--- src/include/pwmo_pkg.sv ---
package pwmo_pkg;

  // Wishbone geometry
  localparam int          WB_ADR_W   = 8;
  localparam int          WB_DAT_W   = 32;
  localparam int          WB_SEL_W   = 4;

  // Register byte offsets
  localparam logic [7:0]  CTRL_OFS   = 8'h00;
  localparam logic [7:0]  UNLOCK_OFS = 8'h04;
  localparam logic [7:0]  STATUS_OFS = 8'h08;

  // Control register fields
  localparam int          CTRL_W         = 16;
  localparam int          HIGH_OWNER_BIT = 15;
  localparam int          LOW_OWNER_BIT  = 14;
  localparam int          HIGH_POL_BIT   = 13;
  localparam int          LOW_POL_BIT    = 12;
  localparam int          MODE_LSB       = 10;
  localparam int          HIGH_OVR_BIT   = 9;
  localparam int          LOW_OVR_BIT    = 8;
  localparam int          OVR_LSB        = 6;
  localparam int          FLT_LSB        = 4;
  localparam int          CL_LSB         = 2;
  localparam int          SWAP_BIT       = 1;
  localparam int          ALIGN_BIT      = 0;
  localparam logic [15:0] CTRL_RESET     = 16'hc000;

  // Lock fuse and unlock keys
  localparam int          FUSE_W        = 8;
  localparam int          LOCK_FUSE_BIT = 0;
  localparam logic [15:0] UNLOCK_KEY1   = 16'h00aa;
  localparam logic [15:0] UNLOCK_KEY2   = 16'h0055;

  typedef enum logic [1:0] {
    MODE_COMPL     = 2'b00,
    MODE_REDUNDANT = 2'b01,
    MODE_PUSH_PULL = 2'b10,
    MODE_RESERVED  = 2'b11
  } pwmo_mode_t;

  typedef enum logic [1:0] {
    ULK_IDLE = 2'b00,
    ULK_HALF = 2'b01,
    ULK_OPEN = 2'b10
  } pwmo_ulk_t;

endpackage : pwmo_pkg

--- src/pwmo_unlock.sv ---
`timescale 1ns/100ps
module pwmo_unlock (
  input  wire logic        clk_i,
  input  wire logic        rst_i,
  input  wire logic        key_we_i,
  input  wire logic [15:0] key_i,
  input  wire logic        consume_i,
  output logic             open_o
);
  import pwmo_pkg::*;

  pwmo_ulk_t state;
  pwmo_ulk_t next_state;

  wire key1_hit = key_we_i && (key_i == UNLOCK_KEY1);
  wire key2_hit = key_we_i && (key_i == UNLOCK_KEY2);

  // Two keys back to back open one control write
  always_comb
  begin
    next_state = state;
    if (consume_i)
      next_state = ULK_IDLE;
    else if (key_we_i)
    begin
      unique case (state)
        ULK_HALF: next_state = key2_hit ? ULK_OPEN : (key1_hit ? ULK_HALF : ULK_IDLE);
        ULK_IDLE,
        ULK_OPEN: next_state = key1_hit ? ULK_HALF : ULK_IDLE;
        default:  next_state = ULK_IDLE;
      endcase
    end
  end

  always_ff @(posedge clk_i)
  begin
    if (rst_i)
      state <= ULK_IDLE;
    else
      state <= next_state;
  end

  assign open_o = (state == ULK_OPEN);

  a_open_after_keys:
  assert property (@(posedge clk_i) disable iff (rst_i)
    $rose(open_o) |-> $past(state) == ULK_HALF && $past(key2_hit))
  else $error("unlock opened without key pair");

endmodule : pwmo_unlock

--- src/pwmo_pin_path.sv ---
`timescale 1ns/100ps
module pwmo_pin_path (
  input  wire logic clk_i,
  input  wire logic rst_i,
  input  wire logic gen_active_i,
  input  wire logic port_level_i,
  input  wire logic owner_i,
  input  wire logic active_low_i,
  input  wire logic ovr_en_i,
  input  wire logic ovr_state_i,
  input  wire logic fault_force_i,
  input  wire logic fault_state_i,
  input  wire logic cl_force_i,
  input  wire logic cl_state_i,
  output logic      pin_o
);

  // Fault beats current limit beats override
  wire active_level = fault_force_i ? fault_state_i :  // see R7
                      cl_force_i    ? cl_state_i    :
                      ovr_en_i      ? ovr_state_i   :
                      gen_active_i;
  wire pin_level    = active_level ^ active_low_i;
  wire next_pin     = owner_i ? pin_level : port_level_i;

  always_ff @(posedge clk_i)
  begin
    if (rst_i)
      pin_o <= 1'b0;
    else
      pin_o <= next_pin;
  end

  a_fault_forces_pin:
  assert property (@(posedge clk_i) disable iff (rst_i)
    fault_force_i && owner_i |=> pin_o == ($past(fault_state_i) ^ $past(active_low_i)))
  else $error("fault state not driven on pin");

  a_limit_forces_pin:
  assert property (@(posedge clk_i) disable iff (rst_i)
    cl_force_i && !fault_force_i && owner_i |=> pin_o == ($past(cl_state_i) ^ $past(active_low_i)))
  else $error("current limit state not driven on pin");

  a_port_owns_pin:
  assert property (@(posedge clk_i) disable iff (rst_i)
    !owner_i |=> pin_o == $past(port_level_i))
  else $error("port level not passed when port owns pin");

  a_polarity_inverts:
  assert property (@(posedge clk_i) disable iff (rst_i)
    owner_i && !fault_force_i && !cl_force_i && !ovr_en_i
      |=> pin_o == ($past(gen_active_i) ^ $past(active_low_i)))
  else $error("generator level not shaped by polarity");

endmodule : pwmo_pin_path

--- src/pwmo_out_ctrl.sv ---
// Functional notes
// Per-pin ownership bit: one gives pin to generator, zero to port logic.
// Reset sets both ownership bits; every other control field resets to zero.
// Per-pin polarity bit: set means active-low, clear means active-high.
// Two-bit pin-pair mode; code 11 is reserved, never a valid mode.
// Per-pin override enable replaces generator with override data on that pin.
// Override drives high pin from upper data bit, low pin from lower.
// Enabled active fault forces high and low pins to fault-state bits.
// Enabled active current limit forces pins to current-limit state bits.
// Software should not change pin-pair mode while module is enabled.
// With lock fuse set, control writes need a just-completed unlock sequence.
// Swap bit exchanges high and low generator signals between the two pins.
// Align bit makes override changes wait for the time-base tick.
// Reserved mode drives both pins to inactive level, polarity honoured.
// Precedence of forcing: fault, then current limit, then software override.
//
// Decided for this implementation: the Wishbone slave port and the placing of the registers.
`timescale 1ns/100ps
module pwmo_out_ctrl (
  input  wire logic                            clk_i,
  input  wire logic                            rst_i,
  input  wire logic                            wb_cyc_i,
  input  wire logic                            wb_stb_i,
  input  wire logic                            wb_we_i,
  input  wire logic [pwmo_pkg::WB_ADR_W-1:0]   wb_adr_i,
  input  wire logic [pwmo_pkg::WB_DAT_W-1:0]   wb_dat_i,
  input  wire logic [pwmo_pkg::WB_SEL_W-1:0]   wb_sel_i,
  output logic      [pwmo_pkg::WB_DAT_W-1:0]   wb_dat_o,
  output logic                                 wb_ack_o,
  input  wire logic [pwmo_pkg::FUSE_W-1:0]     device_option_fuses_i,
  input  wire logic                            pwm_module_enable_i,
  input  wire logic                            gen_high_i,
  input  wire logic                            gen_low_i,
  input  wire logic                            port_high_i,
  input  wire logic                            port_low_i,
  input  wire logic                            fault_mode_en_i,
  input  wire logic                            fault_active_i,
  input  wire logic                            cl_mode_en_i,
  input  wire logic                            cl_active_i,
  input  wire logic                            timebase_tick_i,
  output logic                                 high_side_output_o,
  output logic                                 low_side_output_o
);
  import pwmo_pkg::*;

  logic [CTRL_W-1:0] ctrl;
  logic              phase;
  logic              eff_high_ovr_en;
  logic              eff_low_ovr_en;
  logic [1:0]        eff_ovr_state;
  logic              mode_changed_live;

  // Bus decode
  wire        bus_req    = wb_cyc_i && wb_stb_i;
  wire        bus_write  = bus_req && wb_we_i && wb_ack_o;
  wire        hit_ctrl   = (wb_adr_i == CTRL_OFS);
  wire        hit_unlock = (wb_adr_i == UNLOCK_OFS);
  wire        hit_status = (wb_adr_i == STATUS_OFS);

  // Lock and unlock
  wire        lock_fuse    = device_option_fuses_i[LOCK_FUSE_BIT];
  wire        unlock_open;
  wire        ctrl_wr_try  = bus_write && hit_ctrl;
  wire        ctrl_wr_ok   = ctrl_wr_try && (!lock_fuse || unlock_open);
  wire        key_we       = bus_write && hit_unlock && (&wb_sel_i[1:0]);

  // Control fields
  wire        high_pin_owner       = ctrl[HIGH_OWNER_BIT];
  wire        low_pin_owner        = ctrl[LOW_OWNER_BIT];
  wire        high_pin_active_low  = ctrl[HIGH_POL_BIT];
  wire        low_pin_active_low   = ctrl[LOW_POL_BIT];
  wire [1:0]  pin_pair_mode        = ctrl[MODE_LSB+1:MODE_LSB];
  wire        high_override_enable = ctrl[HIGH_OVR_BIT];
  wire        low_override_enable  = ctrl[LOW_OVR_BIT];
  wire [1:0]  override_state       = ctrl[OVR_LSB+1:OVR_LSB];
  wire [1:0]  fault_state          = ctrl[FLT_LSB+1:FLT_LSB];
  wire [1:0]  current_limit_state  = ctrl[CL_LSB+1:CL_LSB];
  wire        swap_pins            = ctrl[SWAP_BIT];
  wire        override_timebase_align = ctrl[ALIGN_BIT];

  // Mode decode
  wire        mode_reserved = (pin_pair_mode == MODE_RESERVED);
  wire        mode_high;
  wire        mode_low;
  assign mode_high = (pin_pair_mode == MODE_COMPL)     ? gen_high_i :
                     (pin_pair_mode == MODE_REDUNDANT) ? gen_high_i :
                     (pin_pair_mode == MODE_PUSH_PULL) ? (gen_high_i && !phase) :
                     1'b0;
  assign mode_low  = (pin_pair_mode == MODE_COMPL)     ? gen_low_i :
                     (pin_pair_mode == MODE_REDUNDANT) ? gen_high_i :
                     (pin_pair_mode == MODE_PUSH_PULL) ? (gen_high_i && phase) :
                     1'b0;

  // Swap routing
  wire        route_high = swap_pins ? mode_low  : mode_high;
  wire        route_low  = swap_pins ? mode_high : mode_low;

  // Forcing conditions
  wire        fault_force = fault_mode_en_i && fault_active_i;
  wire        cl_force    = cl_mode_en_i && cl_active_i;

  // Override load point
  wire        ovr_load = !override_timebase_align || timebase_tick_i;

  // Byte-lane merge of a control write
  wire [CTRL_W-1:0] next_ctrl = {wb_sel_i[1] ? wb_dat_i[15:8] : ctrl[15:8],
                                 wb_sel_i[0] ? wb_dat_i[7:0]  : ctrl[7:0]};

  // Read mux
  wire [7:0]  status_bits = {phase, mode_reserved, low_side_output_o, high_side_output_o,
                             cl_force, fault_force, unlock_open, lock_fuse};
  wire [WB_DAT_W-1:0] rd_data =
    hit_ctrl   ? {16'h0000, ctrl} :
    hit_status ? {23'h000000, mode_changed_live, status_bits} :
    32'h00000000;

  // Bus answer one cycle after the request
  always_ff @(posedge clk_i)
  begin
    if (rst_i)
    begin
      wb_ack_o <= 1'b0;
      wb_dat_o <= 32'h00000000;
    end
    else
    begin
      wb_ack_o <= bus_req && !wb_ack_o;
      wb_dat_o <= (bus_req && !wb_we_i && !wb_ack_o) ? rd_data : 32'h00000000;
    end
  end

  // Control register
  always_ff @(posedge clk_i)
  begin
    if (rst_i)
      ctrl <= CTRL_RESET;
    else if (ctrl_wr_ok)
      ctrl <= next_ctrl;
  end

  // Mode written while module runs is taken as written and flagged
  always_ff @(posedge clk_i)
  begin
    if (rst_i)
      mode_changed_live <= 1'b0;
    else if (ctrl_wr_ok && pwm_module_enable_i &&
             (next_ctrl[MODE_LSB+1:MODE_LSB] != pin_pair_mode))
      mode_changed_live <= 1'b1;
    else if (bus_write && hit_status && wb_sel_i[1] && wb_dat_i[8])
      mode_changed_live <= 1'b0;
  end

  // Push-pull phase
  always_ff @(posedge clk_i)
  begin
    if (rst_i)
      phase <= 1'b0;
    else if (timebase_tick_i)
      phase <= !phase;
  end

  // Override data as seen by the pins
  always_ff @(posedge clk_i)
  begin
    if (rst_i)
    begin
      eff_high_ovr_en <= 1'b0;
      eff_low_ovr_en  <= 1'b0;
      eff_ovr_state   <= 2'b00;
    end
    else if (ovr_load)
    begin
      eff_high_ovr_en <= high_override_enable;
      eff_low_ovr_en  <= low_override_enable;
      eff_ovr_state   <= override_state;
    end
  end

  pwmo_unlock u_unlock (
    .clk_i     (clk_i),
    .rst_i     (rst_i),
    .key_we_i  (key_we),
    .key_i     (wb_dat_i[15:0]),
    .consume_i (ctrl_wr_try),
    .open_o    (unlock_open)
  );

  pwmo_pin_path u_high (
    .clk_i         (clk_i),
    .rst_i         (rst_i),
    .gen_active_i  (route_high),
    .port_level_i  (port_high_i),
    .owner_i       (high_pin_owner),
    .active_low_i  (high_pin_active_low),
    .ovr_en_i      (eff_high_ovr_en),
    .ovr_state_i   (eff_ovr_state[1]),
    .fault_force_i (fault_force),
    .fault_state_i (fault_state[1]),
    .cl_force_i    (cl_force),
    .cl_state_i    (current_limit_state[1]),
    .pin_o         (high_side_output_o)
  );

  pwmo_pin_path u_low (
    .clk_i         (clk_i),
    .rst_i         (rst_i),
    .gen_active_i  (route_low),
    .port_level_i  (port_low_i),
    .owner_i       (low_pin_owner),
    .active_low_i  (low_pin_active_low),
    .ovr_en_i      (eff_low_ovr_en),
    .ovr_state_i   (eff_ovr_state[0]),
    .fault_force_i (fault_force),
    .fault_state_i (fault_state[0]),
    .cl_force_i    (cl_force),
    .cl_state_i    (current_limit_state[0]),
    .pin_o         (low_side_output_o)
  );

  a_ack_single_pulse:
  assert property (@(posedge clk_i) disable iff (rst_i)
    wb_ack_o |=> !wb_ack_o)
  else $error("ack held longer than one cycle");

  a_reset_owns_pins:
  assert property (@(posedge clk_i)
    $past(rst_i) && !rst_i |-> ctrl == CTRL_RESET)
  else $error("control not at reset value after reset");

  a_locked_write_dropped:
  assert property (@(posedge clk_i) disable iff (rst_i)
    ctrl_wr_try && lock_fuse && !unlock_open |=> $stable(ctrl))
  else $error("locked control write took effect");

  a_unlock_single_use:
  assert property (@(posedge clk_i) disable iff (rst_i)
    ctrl_wr_try |=> !unlock_open)
  else $error("unlock survived a control write");

  a_swap_routes_low:
  assert property (@(posedge clk_i) disable iff (rst_i)
    swap_pins && high_pin_owner && !high_pin_active_low && !eff_high_ovr_en &&
    !fault_force && !cl_force && pin_pair_mode == MODE_COMPL
      |=> high_side_output_o == $past(gen_low_i))
  else $error("swap did not route low signal to high pin");

  a_reserved_mode_idle:
  assert property (@(posedge clk_i) disable iff (rst_i)
    mode_reserved && low_pin_owner && !eff_low_ovr_en && !fault_force && !cl_force
      |=> low_side_output_o == $past(low_pin_active_low))
  else $error("reserved mode did not idle the pin");

  a_align_holds_ovr:
  assert property (@(posedge clk_i) disable iff (rst_i)
    override_timebase_align && !timebase_tick_i |=> $stable(eff_ovr_state) && $stable(eff_high_ovr_en))
  else $error("override changed between time-base ticks");

  a_override_drives:
  assert property (@(posedge clk_i) disable iff (rst_i)
    eff_high_ovr_en && high_pin_owner && !fault_force && !cl_force
      |=> high_side_output_o == ($past(eff_ovr_state[1]) ^ $past(high_pin_active_low)))
  else $error("override data not on high pin");

  a_fault_over_limit:
  assert property (@(posedge clk_i) disable iff (rst_i)
    fault_force && cl_force && low_pin_owner
      |=> low_side_output_o == ($past(fault_state[0]) ^ $past(low_pin_active_low)))
  else $error("current limit won over fault");

  a_owners_reset:
  assert property (@(posedge clk_i)
    rst_i |=> ctrl == CTRL_RESET && !wb_ack_o)
  else $error("reset did not restore control");

  a_write_lands:
  assert property (@(posedge clk_i) disable iff (rst_i)
    ctrl_wr_ok && (&wb_sel_i[1:0]) |=> ctrl == $past(wb_dat_i[15:0]))
  else $error("accepted control write did not land");

  a_read_returns_ctrl:
  assert property (@(posedge clk_i) disable iff (rst_i)
    bus_req && !wb_we_i && !wb_ack_o && hit_ctrl |=> wb_ack_o && wb_dat_o == {16'h0000, $past(ctrl)})
  else $error("control read data wrong");

  a_unmapped_reads_zero:
  assert property (@(posedge clk_i) disable iff (rst_i)
    bus_req && !wb_ack_o && !hit_ctrl && !hit_status |=> wb_dat_o == 32'h00000000)
  else $error("unmapped address returned data");

  a_redundant_copies:
  assert property (@(posedge clk_i) disable iff (rst_i)
    pin_pair_mode == MODE_REDUNDANT && !swap_pins && low_pin_owner && !low_pin_active_low &&
    !eff_low_ovr_en && !fault_force && !cl_force
      |=> low_side_output_o == $past(gen_high_i))
  else $error("redundant mode did not copy high signal");

  a_ovr_loads_free:
  assert property (@(posedge clk_i) disable iff (rst_i)
    !override_timebase_align |=> eff_ovr_state == $past(override_state))
  else $error("override not taken at next clock");

  a_flag_clears:
  assert property (@(posedge clk_i) disable iff (rst_i)
    bus_write && hit_status && wb_sel_i[1] && wb_dat_i[8] |=> !mode_changed_live)
  else $error("mode change flag not cleared");

endmodule : pwmo_out_ctrl

--- config.mk ---
export PLATFORM = sky130hd
export DESIGN_NAME = pwmo_out_ctrl
export DESIGN_NICKNAME = d
export VERILOG_FILES = /design/src/include/pwmo_pkg.sv /design/src/pwmo_unlock.sv /design/src/pwmo_pin_path.sv /design/src/pwmo_out_ctrl.sv
export SDC_FILE = /design/constraint.sdc
export NUM_CORES = 1
export LEC_CHECK = 0
export BUFFER_PORTS_ARGS = -buffer_cell sky130_fd_sc_hd__clkbuf_2
export CAP_MARGIN = 0
export CORE_AREA = 4 4 74 76
export CTS_CLUSTER_SIZE = 40
export DETAILED_ROUTE_END_ITERATION = 12
export DIE_AREA = 0 0 78 80
export GPL_ROUTABILITY_DRIVEN = 1
export PLACE_DENSITY_LB_ADDON = 0.3
export REMOVE_ABC_BUFFERS = 1
export SYNTH_ARGS = -nofsm -noshare
export SYNTH_HDL_FRONTEND = slang
export SYNTH_SLANG_ARGS = --single-unit
--- constraint.sdc ---
create_clock -name clk_i -period 2.4 [get_ports clk_i]
set_input_delay 0.48 -clock clk_i [delete_from_list [all_inputs] [get_ports clk_i]]
set_output_delay 0.48 -clock clk_i [all_outputs]
set_load 0.03 [all_outputs]
After elaboration in Yosys (flattened, before gate mapping)

Index checks and enable logic that the tools add are counted.

Input port bits: 67
Output and inout bits: 35
Register bits after elaboration: 59

Equality and inequality tests: 10
Bitwise logic cells: 3
Mux-type cells: 24
Reductions and logical operators: 39

Operators with widths:

| kind                                            | number |
|---|---|
| logical AND 1 bit                               | 21 |
| two-way mux 1 bit                               | 19 |
| == test 16 x 7 -> 1 bit (second input constant) | 1 |
| == test 16 x 8 -> 1 bit (second input constant) | 1 |
| two-way mux 16 bit                              | 1 |
| two-way mux 9 bit                               | 1 |
| == test 8 x 3 -> 1 bit (second input constant)  | 1 |
| == test 8 x 4 -> 1 bit (second input constant)  | 1 |
| zero test 8 bit                                 | 1 |
| == test 2 bit (second input constant)           | 3 |
| AND reduction 2 bit                             | 3 |
| OR reduction 2 bit                              | 3 |
| zero test 1 bit                                 | 5 |
| == test 2 x 1 -> 1 bit (second input constant)  | 2 |
| zero test 2 bit                                 | 2 |
| two-way mux 4 bit                               | 1 |
| one-hot mux 2 bit (2 select lines)              | 1 |
| OR reduction 3 bit                              | 1 |
| logical OR 1 bit                                | 2 |
| two-way mux 2 bit                               | 1 |
| inequality test 2 bit                           | 1 |
| nonzero test 2 bit                              | 1 |
| bitwise XOR 1 bit                               | 2 |
| inverter 1 bit                                  | 1 |

Logic depth before layout (Yosys ltp)

Depth in word-level cells: 11
Depth in mapped cells: 5
Gate-level depth less buffers: 4

By module

Synthesis repeated with hierarchy kept, for this count alone.

Cells, all modules: 240
Area, all modules: 2092.0 µm²

By module, submodules not included:

| module        | cells an instance | times used | area an instance (µm²) |
|---|---|---|---|
| pwmo_out_ctrl | 197               | 1          | 1735.4 |
| pwmo_pin_path | 12                | 2          | 93.8 |
| pwmo_unlock   | 19                | 1          | 168.9 |

Worst setup path after synthesis

No wires, ideal clock.

Kind: input to register
Start: input port wb_dat_i[14] (netlist name)
End: register u_unlock.state[0]
Arrival time: 1642 ps
Data required time: 2284 ps
Stages: 4
Buffers on the path: 0
Path slack: 642 ps
Cells stage by stage: or4_4 > o41ai_2 > a2111oi_1 > o211a_1

Cells in the longest elaborated chain, start to end: 5

Ends and longest elaborated chain:

| element                                | RTL line                             | RTL |
|---|---|---|
| start, declared                        | pwmo_out_ctrl.sv:26                  | `input wire logic [pwmo_pkg::WB_DAT_W-1:0] wb_dat_i,` |
| == test 16 x 8 -> 1 bit                | pwmo_unlock.sv:15                    | `wire key1_hit = key_we_i && (key_i == UNLOCK_KEY1);` |
| logical AND 1 bit                      | pwmo_unlock.sv:15                    |  |
| two-way mux 1 bit                      | pwmo_unlock.sv:27, pwmo_unlock.sv:29 |  |
| two-way mux 2 bit                      | pwmo_unlock.sv:27                    | `ULK_HALF: next_state = key2_hit ? ULK_OPEN : (key1_hit ? ULK_HALF : ULK_IDLE);` |
| one-hot mux 2 bit (2 select lines) (*) | pwmo_unlock.sv:26                    | `unique case (state)` |
| end signal, assigned                   | pwmo_unlock.sv:40                    | `state <= next_state;` |
| end, declared                          | pwmo_unlock.sv:12                    | `pwmo_ulk_t state;` |

Every way passes the cells marked *; elsewhere a longest branch is shown, timed or not.
A chain may end at the register's enable or synchronous reset.

Worst setup path in the final report

Start: input port wb_adr_i[5] (netlist name)
End: register wb_dat_o[1] (netlist name)

Cells in the longest elaborated chain, start to end: 3

Ends and longest elaborated chain:

| element                | RTL line             | RTL |
|---|---|---|
| start, declared        | pwmo_out_ctrl.sv:25  | `input wire logic [pwmo_pkg::WB_ADR_W-1:0] wb_adr_i,` |
| == test 8 x 4 -> 1 bit | pwmo_out_ctrl.sv:58  | `wire hit_status = (wb_adr_i == STATUS_OFS);` |
| two-way mux 9 bit      | pwmo_out_ctrl.sv:114 | `hit_status ? {23'h000000, mode_changed_live, status_bits} :` |
| two-way mux 16 bit (*) | pwmo_out_ctrl.sv:113 | `hit_ctrl ? {16'h0000, ctrl} :` |
| end signal, assigned   | pwmo_out_ctrl.sv:128 | `wb_dat_o <= (bus_req && !wb_we_i && !wb_ack_o) ? rd_data : 32'h00000000;` |
| end, declared          | pwmo_out_ctrl.sv:28  | `output logic [pwmo_pkg::WB_DAT_W-1:0] wb_dat_o,` |

Marks and branches as above.

==> flow_summary_export.csv <==
group,metric,value,unit
global_route,grt_max_degree,35,
outcome,status,"finished, final reports clean",
yosys,yosysWarnings,0,
clocking,cts.sinks,43,
setup_path,critPathKind,"in2reg",
sta,setup-tns-final,0,ps
power_and_ir_drop,p_int,0.996,mW
layout,nets,350,
sta,relSlewSlack,65.7,%
setup_path,reg2reg_slack,830,ps
power_and_ir_drop,seqPwrFrac,54.0,%
global_route,grt_pass1_wl,7.45,mm
yosys,async_flop_share,0,%
sta,hold_violations,0,
setup_path,endpoint,"wb_dat_o[1]$_SDFF_PP0_",
power_and_ir_drop,pwr-share-clk,34.7,%
placed_design,port_buffers,60,
layout,finish.utilization,52.7,%
route,ant_nets,0,
placed_design,placed_area,2400,µm²
route,viasPerCell,5.01,
sta,finalCriticalPeriod,1650,ps
placed_design,dp_hpwl,3.62,mm
sta,slew_viol_final,0,
route,drtIter0Drc,85,
clocking,numCtsBuffers,5,
floorplan,core_area,4720,µm²
setup_path,worstPathRequired,2630,ps
yosys,ys_types,46,
sta,max_freq,606,MHz
route,drcViolationCount,0,
setup_path,cp-startpoint,"wb_adr_i[5]",
power_and_ir_drop,power_leakage,1.09,nW
run,maxCapViolations,0,
route,drt_first_pass_iters,4,
worst_hold_path,min_path_cells,3,
floorplan,placement_rows,25,
clocking,clk_pin_slew_worst_paths,80,ps
layout,regArea,861,µm²
layout,final_area,2490,µm²
yosys,ys_ff_latch,43,
layout,multiInputGateArea,1110,µm²
placed_design,gp_congestion,0.797,
clocking,ctsResizeCount,0,
floorplan,initial_core_util,44.3,%
setup_path,critPathCaptureType,"flip-flop",
layout,area_growth,19.0,%
sta,hold-worst-slack,391,ps
clocking,cts_tree,"built",
yosys,yosysSeqAreaShare,41.2,%
setup_path,cpMaxStageDelayCell,"nor3b_4",
route,wl_per_cell,13.6,µm
setup_path,cp_top_family,"simple AND/OR/NAND/NOR gates",
power_and_ir_drop,p_total,1.34,mW
sta,rsz0062_at_grt,"false",
setup_path,start_kind,"input pin",
floorplan,ioPinCount,102,
setup_path,critPathBufInv,1,
global_route,antenna_found_initial,0,
layout,fill_cells,459,
floorplan,dieHeight,80,µm
sta,finalSetupViolations,0,
sta,period_share,68.8,%
global_route,overflow,0,
route,wirelength,4.76,mm
clocking,htree_levels,2,
clocking,cts_root_buf,"clkbuf_8",
yosys,postSynthCellCount,221,
route,num_vias,1752,
sta,tightest_slew,513,ps
global_route,grtUsageTotal,15.5,%
setup_path,timing.rr.end,"u_high.pin_o$_SDFF_PP0_",
yosys,synth_flop_cell,"dfxtp_1",
setup_path,worst-path-max-fanout,9,
clocking,post_cts_buffers,0,
power_and_ir_drop,netSwitchingFraction,25.4,%
setup_path,crit_path_max_incr_delay,450,ps
layout,n_antenna_cell,0,
setup_path,timing.rr.start,"ctrl[11]$_SDFFE_PP0N_",
clocking,clock_latency,300,ps
worst_hold_path,hp-class,"in2reg",
setup_path,r2r_cells,4,
power_and_ir_drop,comb_power_share,11.3,%
yosys,avgSynthCellArea,9.46,µm²
sta,fin_skew,9.21,ps
setup_path,worst_ep_arrival_time,1890,ps
floorplan,die_w,78,µm
power_and_ir_drop,switchingPower,0.340,mW
yosys,synth-edff-count,0,
yosys,syn_area,2090,µm²
setup_path,cp_num_cells,5,
layout,drive_gt1_share,28.3,%
power_and_ir_drop,ir_worst_vdd,242,µV
clocking,clockBufferDepth,2,
power_and_ir_drop,power_density,537,nW/µm²
floorplan,die_area,6240,µm²
setup_path,crit_chain,"clkbuf_2 > nor4_4 > nand4b_2 > nor3b_4 > a32o_1",
global_route,grt_pass1_vias,1665,
clocking,hold_buffers,0,
-- cells in the mapped netlist, types with 3 or more instances --
cell type  instances  area (µm²)
and3_1             4        25.0
inv_1              3        11.3
clkbuf_1           5        18.8
mux2i_1           16         160
nor3b_1            5        37.5
and2_1             8        50.1
nor4_1             3        18.8
buf_4             19         143
nand2_1           42         158
dfxtp_1           43         861
a22o_1             6        52.6
a32o_1             4        40.0
nand4_1            4        25.0
and4b_1            3        30.0
nor2_1            10        37.5
a21oi_1            5        25.0
-- per-stage QoR --
stage	instances	worst slack, ps
after floorplan	212	50.1
after global placement	343	445
after detailed placement	343	433
after CTS	350	750
after global routing	350	599
final	350	750
-- how the worst min path moves through the flow --
stage,startpoint,end,slack (ps)
after global routing,port_low_i,u_low.pin_o$_SDFF_PP0_,400
after detailed placement,eff_ovr_state[0]$_SDFFE_PP0P_,eff_ovr_state[0]$_SDFFE_PP0P_,450
after global placement,eff_ovr_state[0]$_SDFFE_PP0P_,eff_ovr_state[0]$_SDFFE_PP0P_,440
after floorplan,eff_ovr_state[0]$_SDFFE_PP0P_,eff_ovr_state[0]$_SDFFE_PP0P_,430
after CTS,port_low_i,u_low.pin_o$_SDFF_PP0_,390
final,port_low_i,u_low.pin_o$_SDFF_PP0_,390
-- sequential cells by signal, indices dropped and copies added, names as in the netlist --
register	count
wb_ack_o	1
mode_changed_live	1
wb_dat_o	16
eff_high_ovr_en	1
u_unlock.state	2
u_low.pin_o	1
eff_ovr_state	2
eff_low_ovr_en	1
u_high.pin_o	1
phase	1
ctrl	16
-- metal layers --
layer | global-route usage [%] | vias to the layer above | share of wire, %
met5 | 0 | - | 0
met4 | 6.82 | 0 | 1.8
met3 | 3.61 | 7 | 5.6
met2 | 26.5 | 55 | 49
met1 | 18.4 | 794 | 44
li1 | - | 896 | -
-- layout by cell type, fill, tap and decap left out, types with 3 or more instances in the layout --
cell,Yosys,routed
a22o_1,6,6
a21oi_1,5,5
dfxtp_1,43,43
and2_1,8,8
clkbuf_2,0,60
mux2i_1,16,16
inv_1,3,3
clkbuf_8,0,6
nor2_1,10,10
and4b_1,3,3
a32o_1,4,4
conb_1,1,16
nand2_1,42,42
and3_1,4,4
buf_4,19,4
nor3b_1,5,5
nor4_1,3,3
nand4_1,4,4
-- logic make-up (layout without fill, tap and decap cells) --
kind of cell	count (synthesis)	after routing	share of synthesized area (%)
AND/OR/NAND/NOR	98	98	28.1
buffers and inverters	28	75	8.44
multiplexers	16	16	7.66
other	1	16	0.179
AO/OA/AOI/OAI	32	32	13.2
flip-flops	43	43	41.2
XOR/XNOR	3	3	1.26
-- power groups by stage --
stage          logic (mW)  registers (mW)  clock network [mW]
2_1_floorplan      0.0792           0.744                   0
3_3_place_gp        0.150           0.739                   0
3_5_place_dp        0.150           0.739                   0
4_1_cts             0.151           0.722               0.480
5_1_grt             0.164           0.723               0.514
6_report            0.151           0.722               0.463
-- worst reg2reg max path, stage by stage (launching register included) --
cell,delay (ps)
dfxtp_1,490
and3b_1,230
nor4_1,340
o22ai_1,120
a221o_1,300
-- cell type report --
class | instances | area share, %
Inverter | 4 | 0.604
Clock inverter | 1 | 0.201
Tap cell | 67 | 3.37
Timing Repair Buffer | 64 | 13.3
Clock buffer | 6 | 3.32
Multi-Input combinational cell | 165 | 44.6
Sequential cell | 43 | 34.6
No activity file was read; power rests on OpenSTA's default activity.
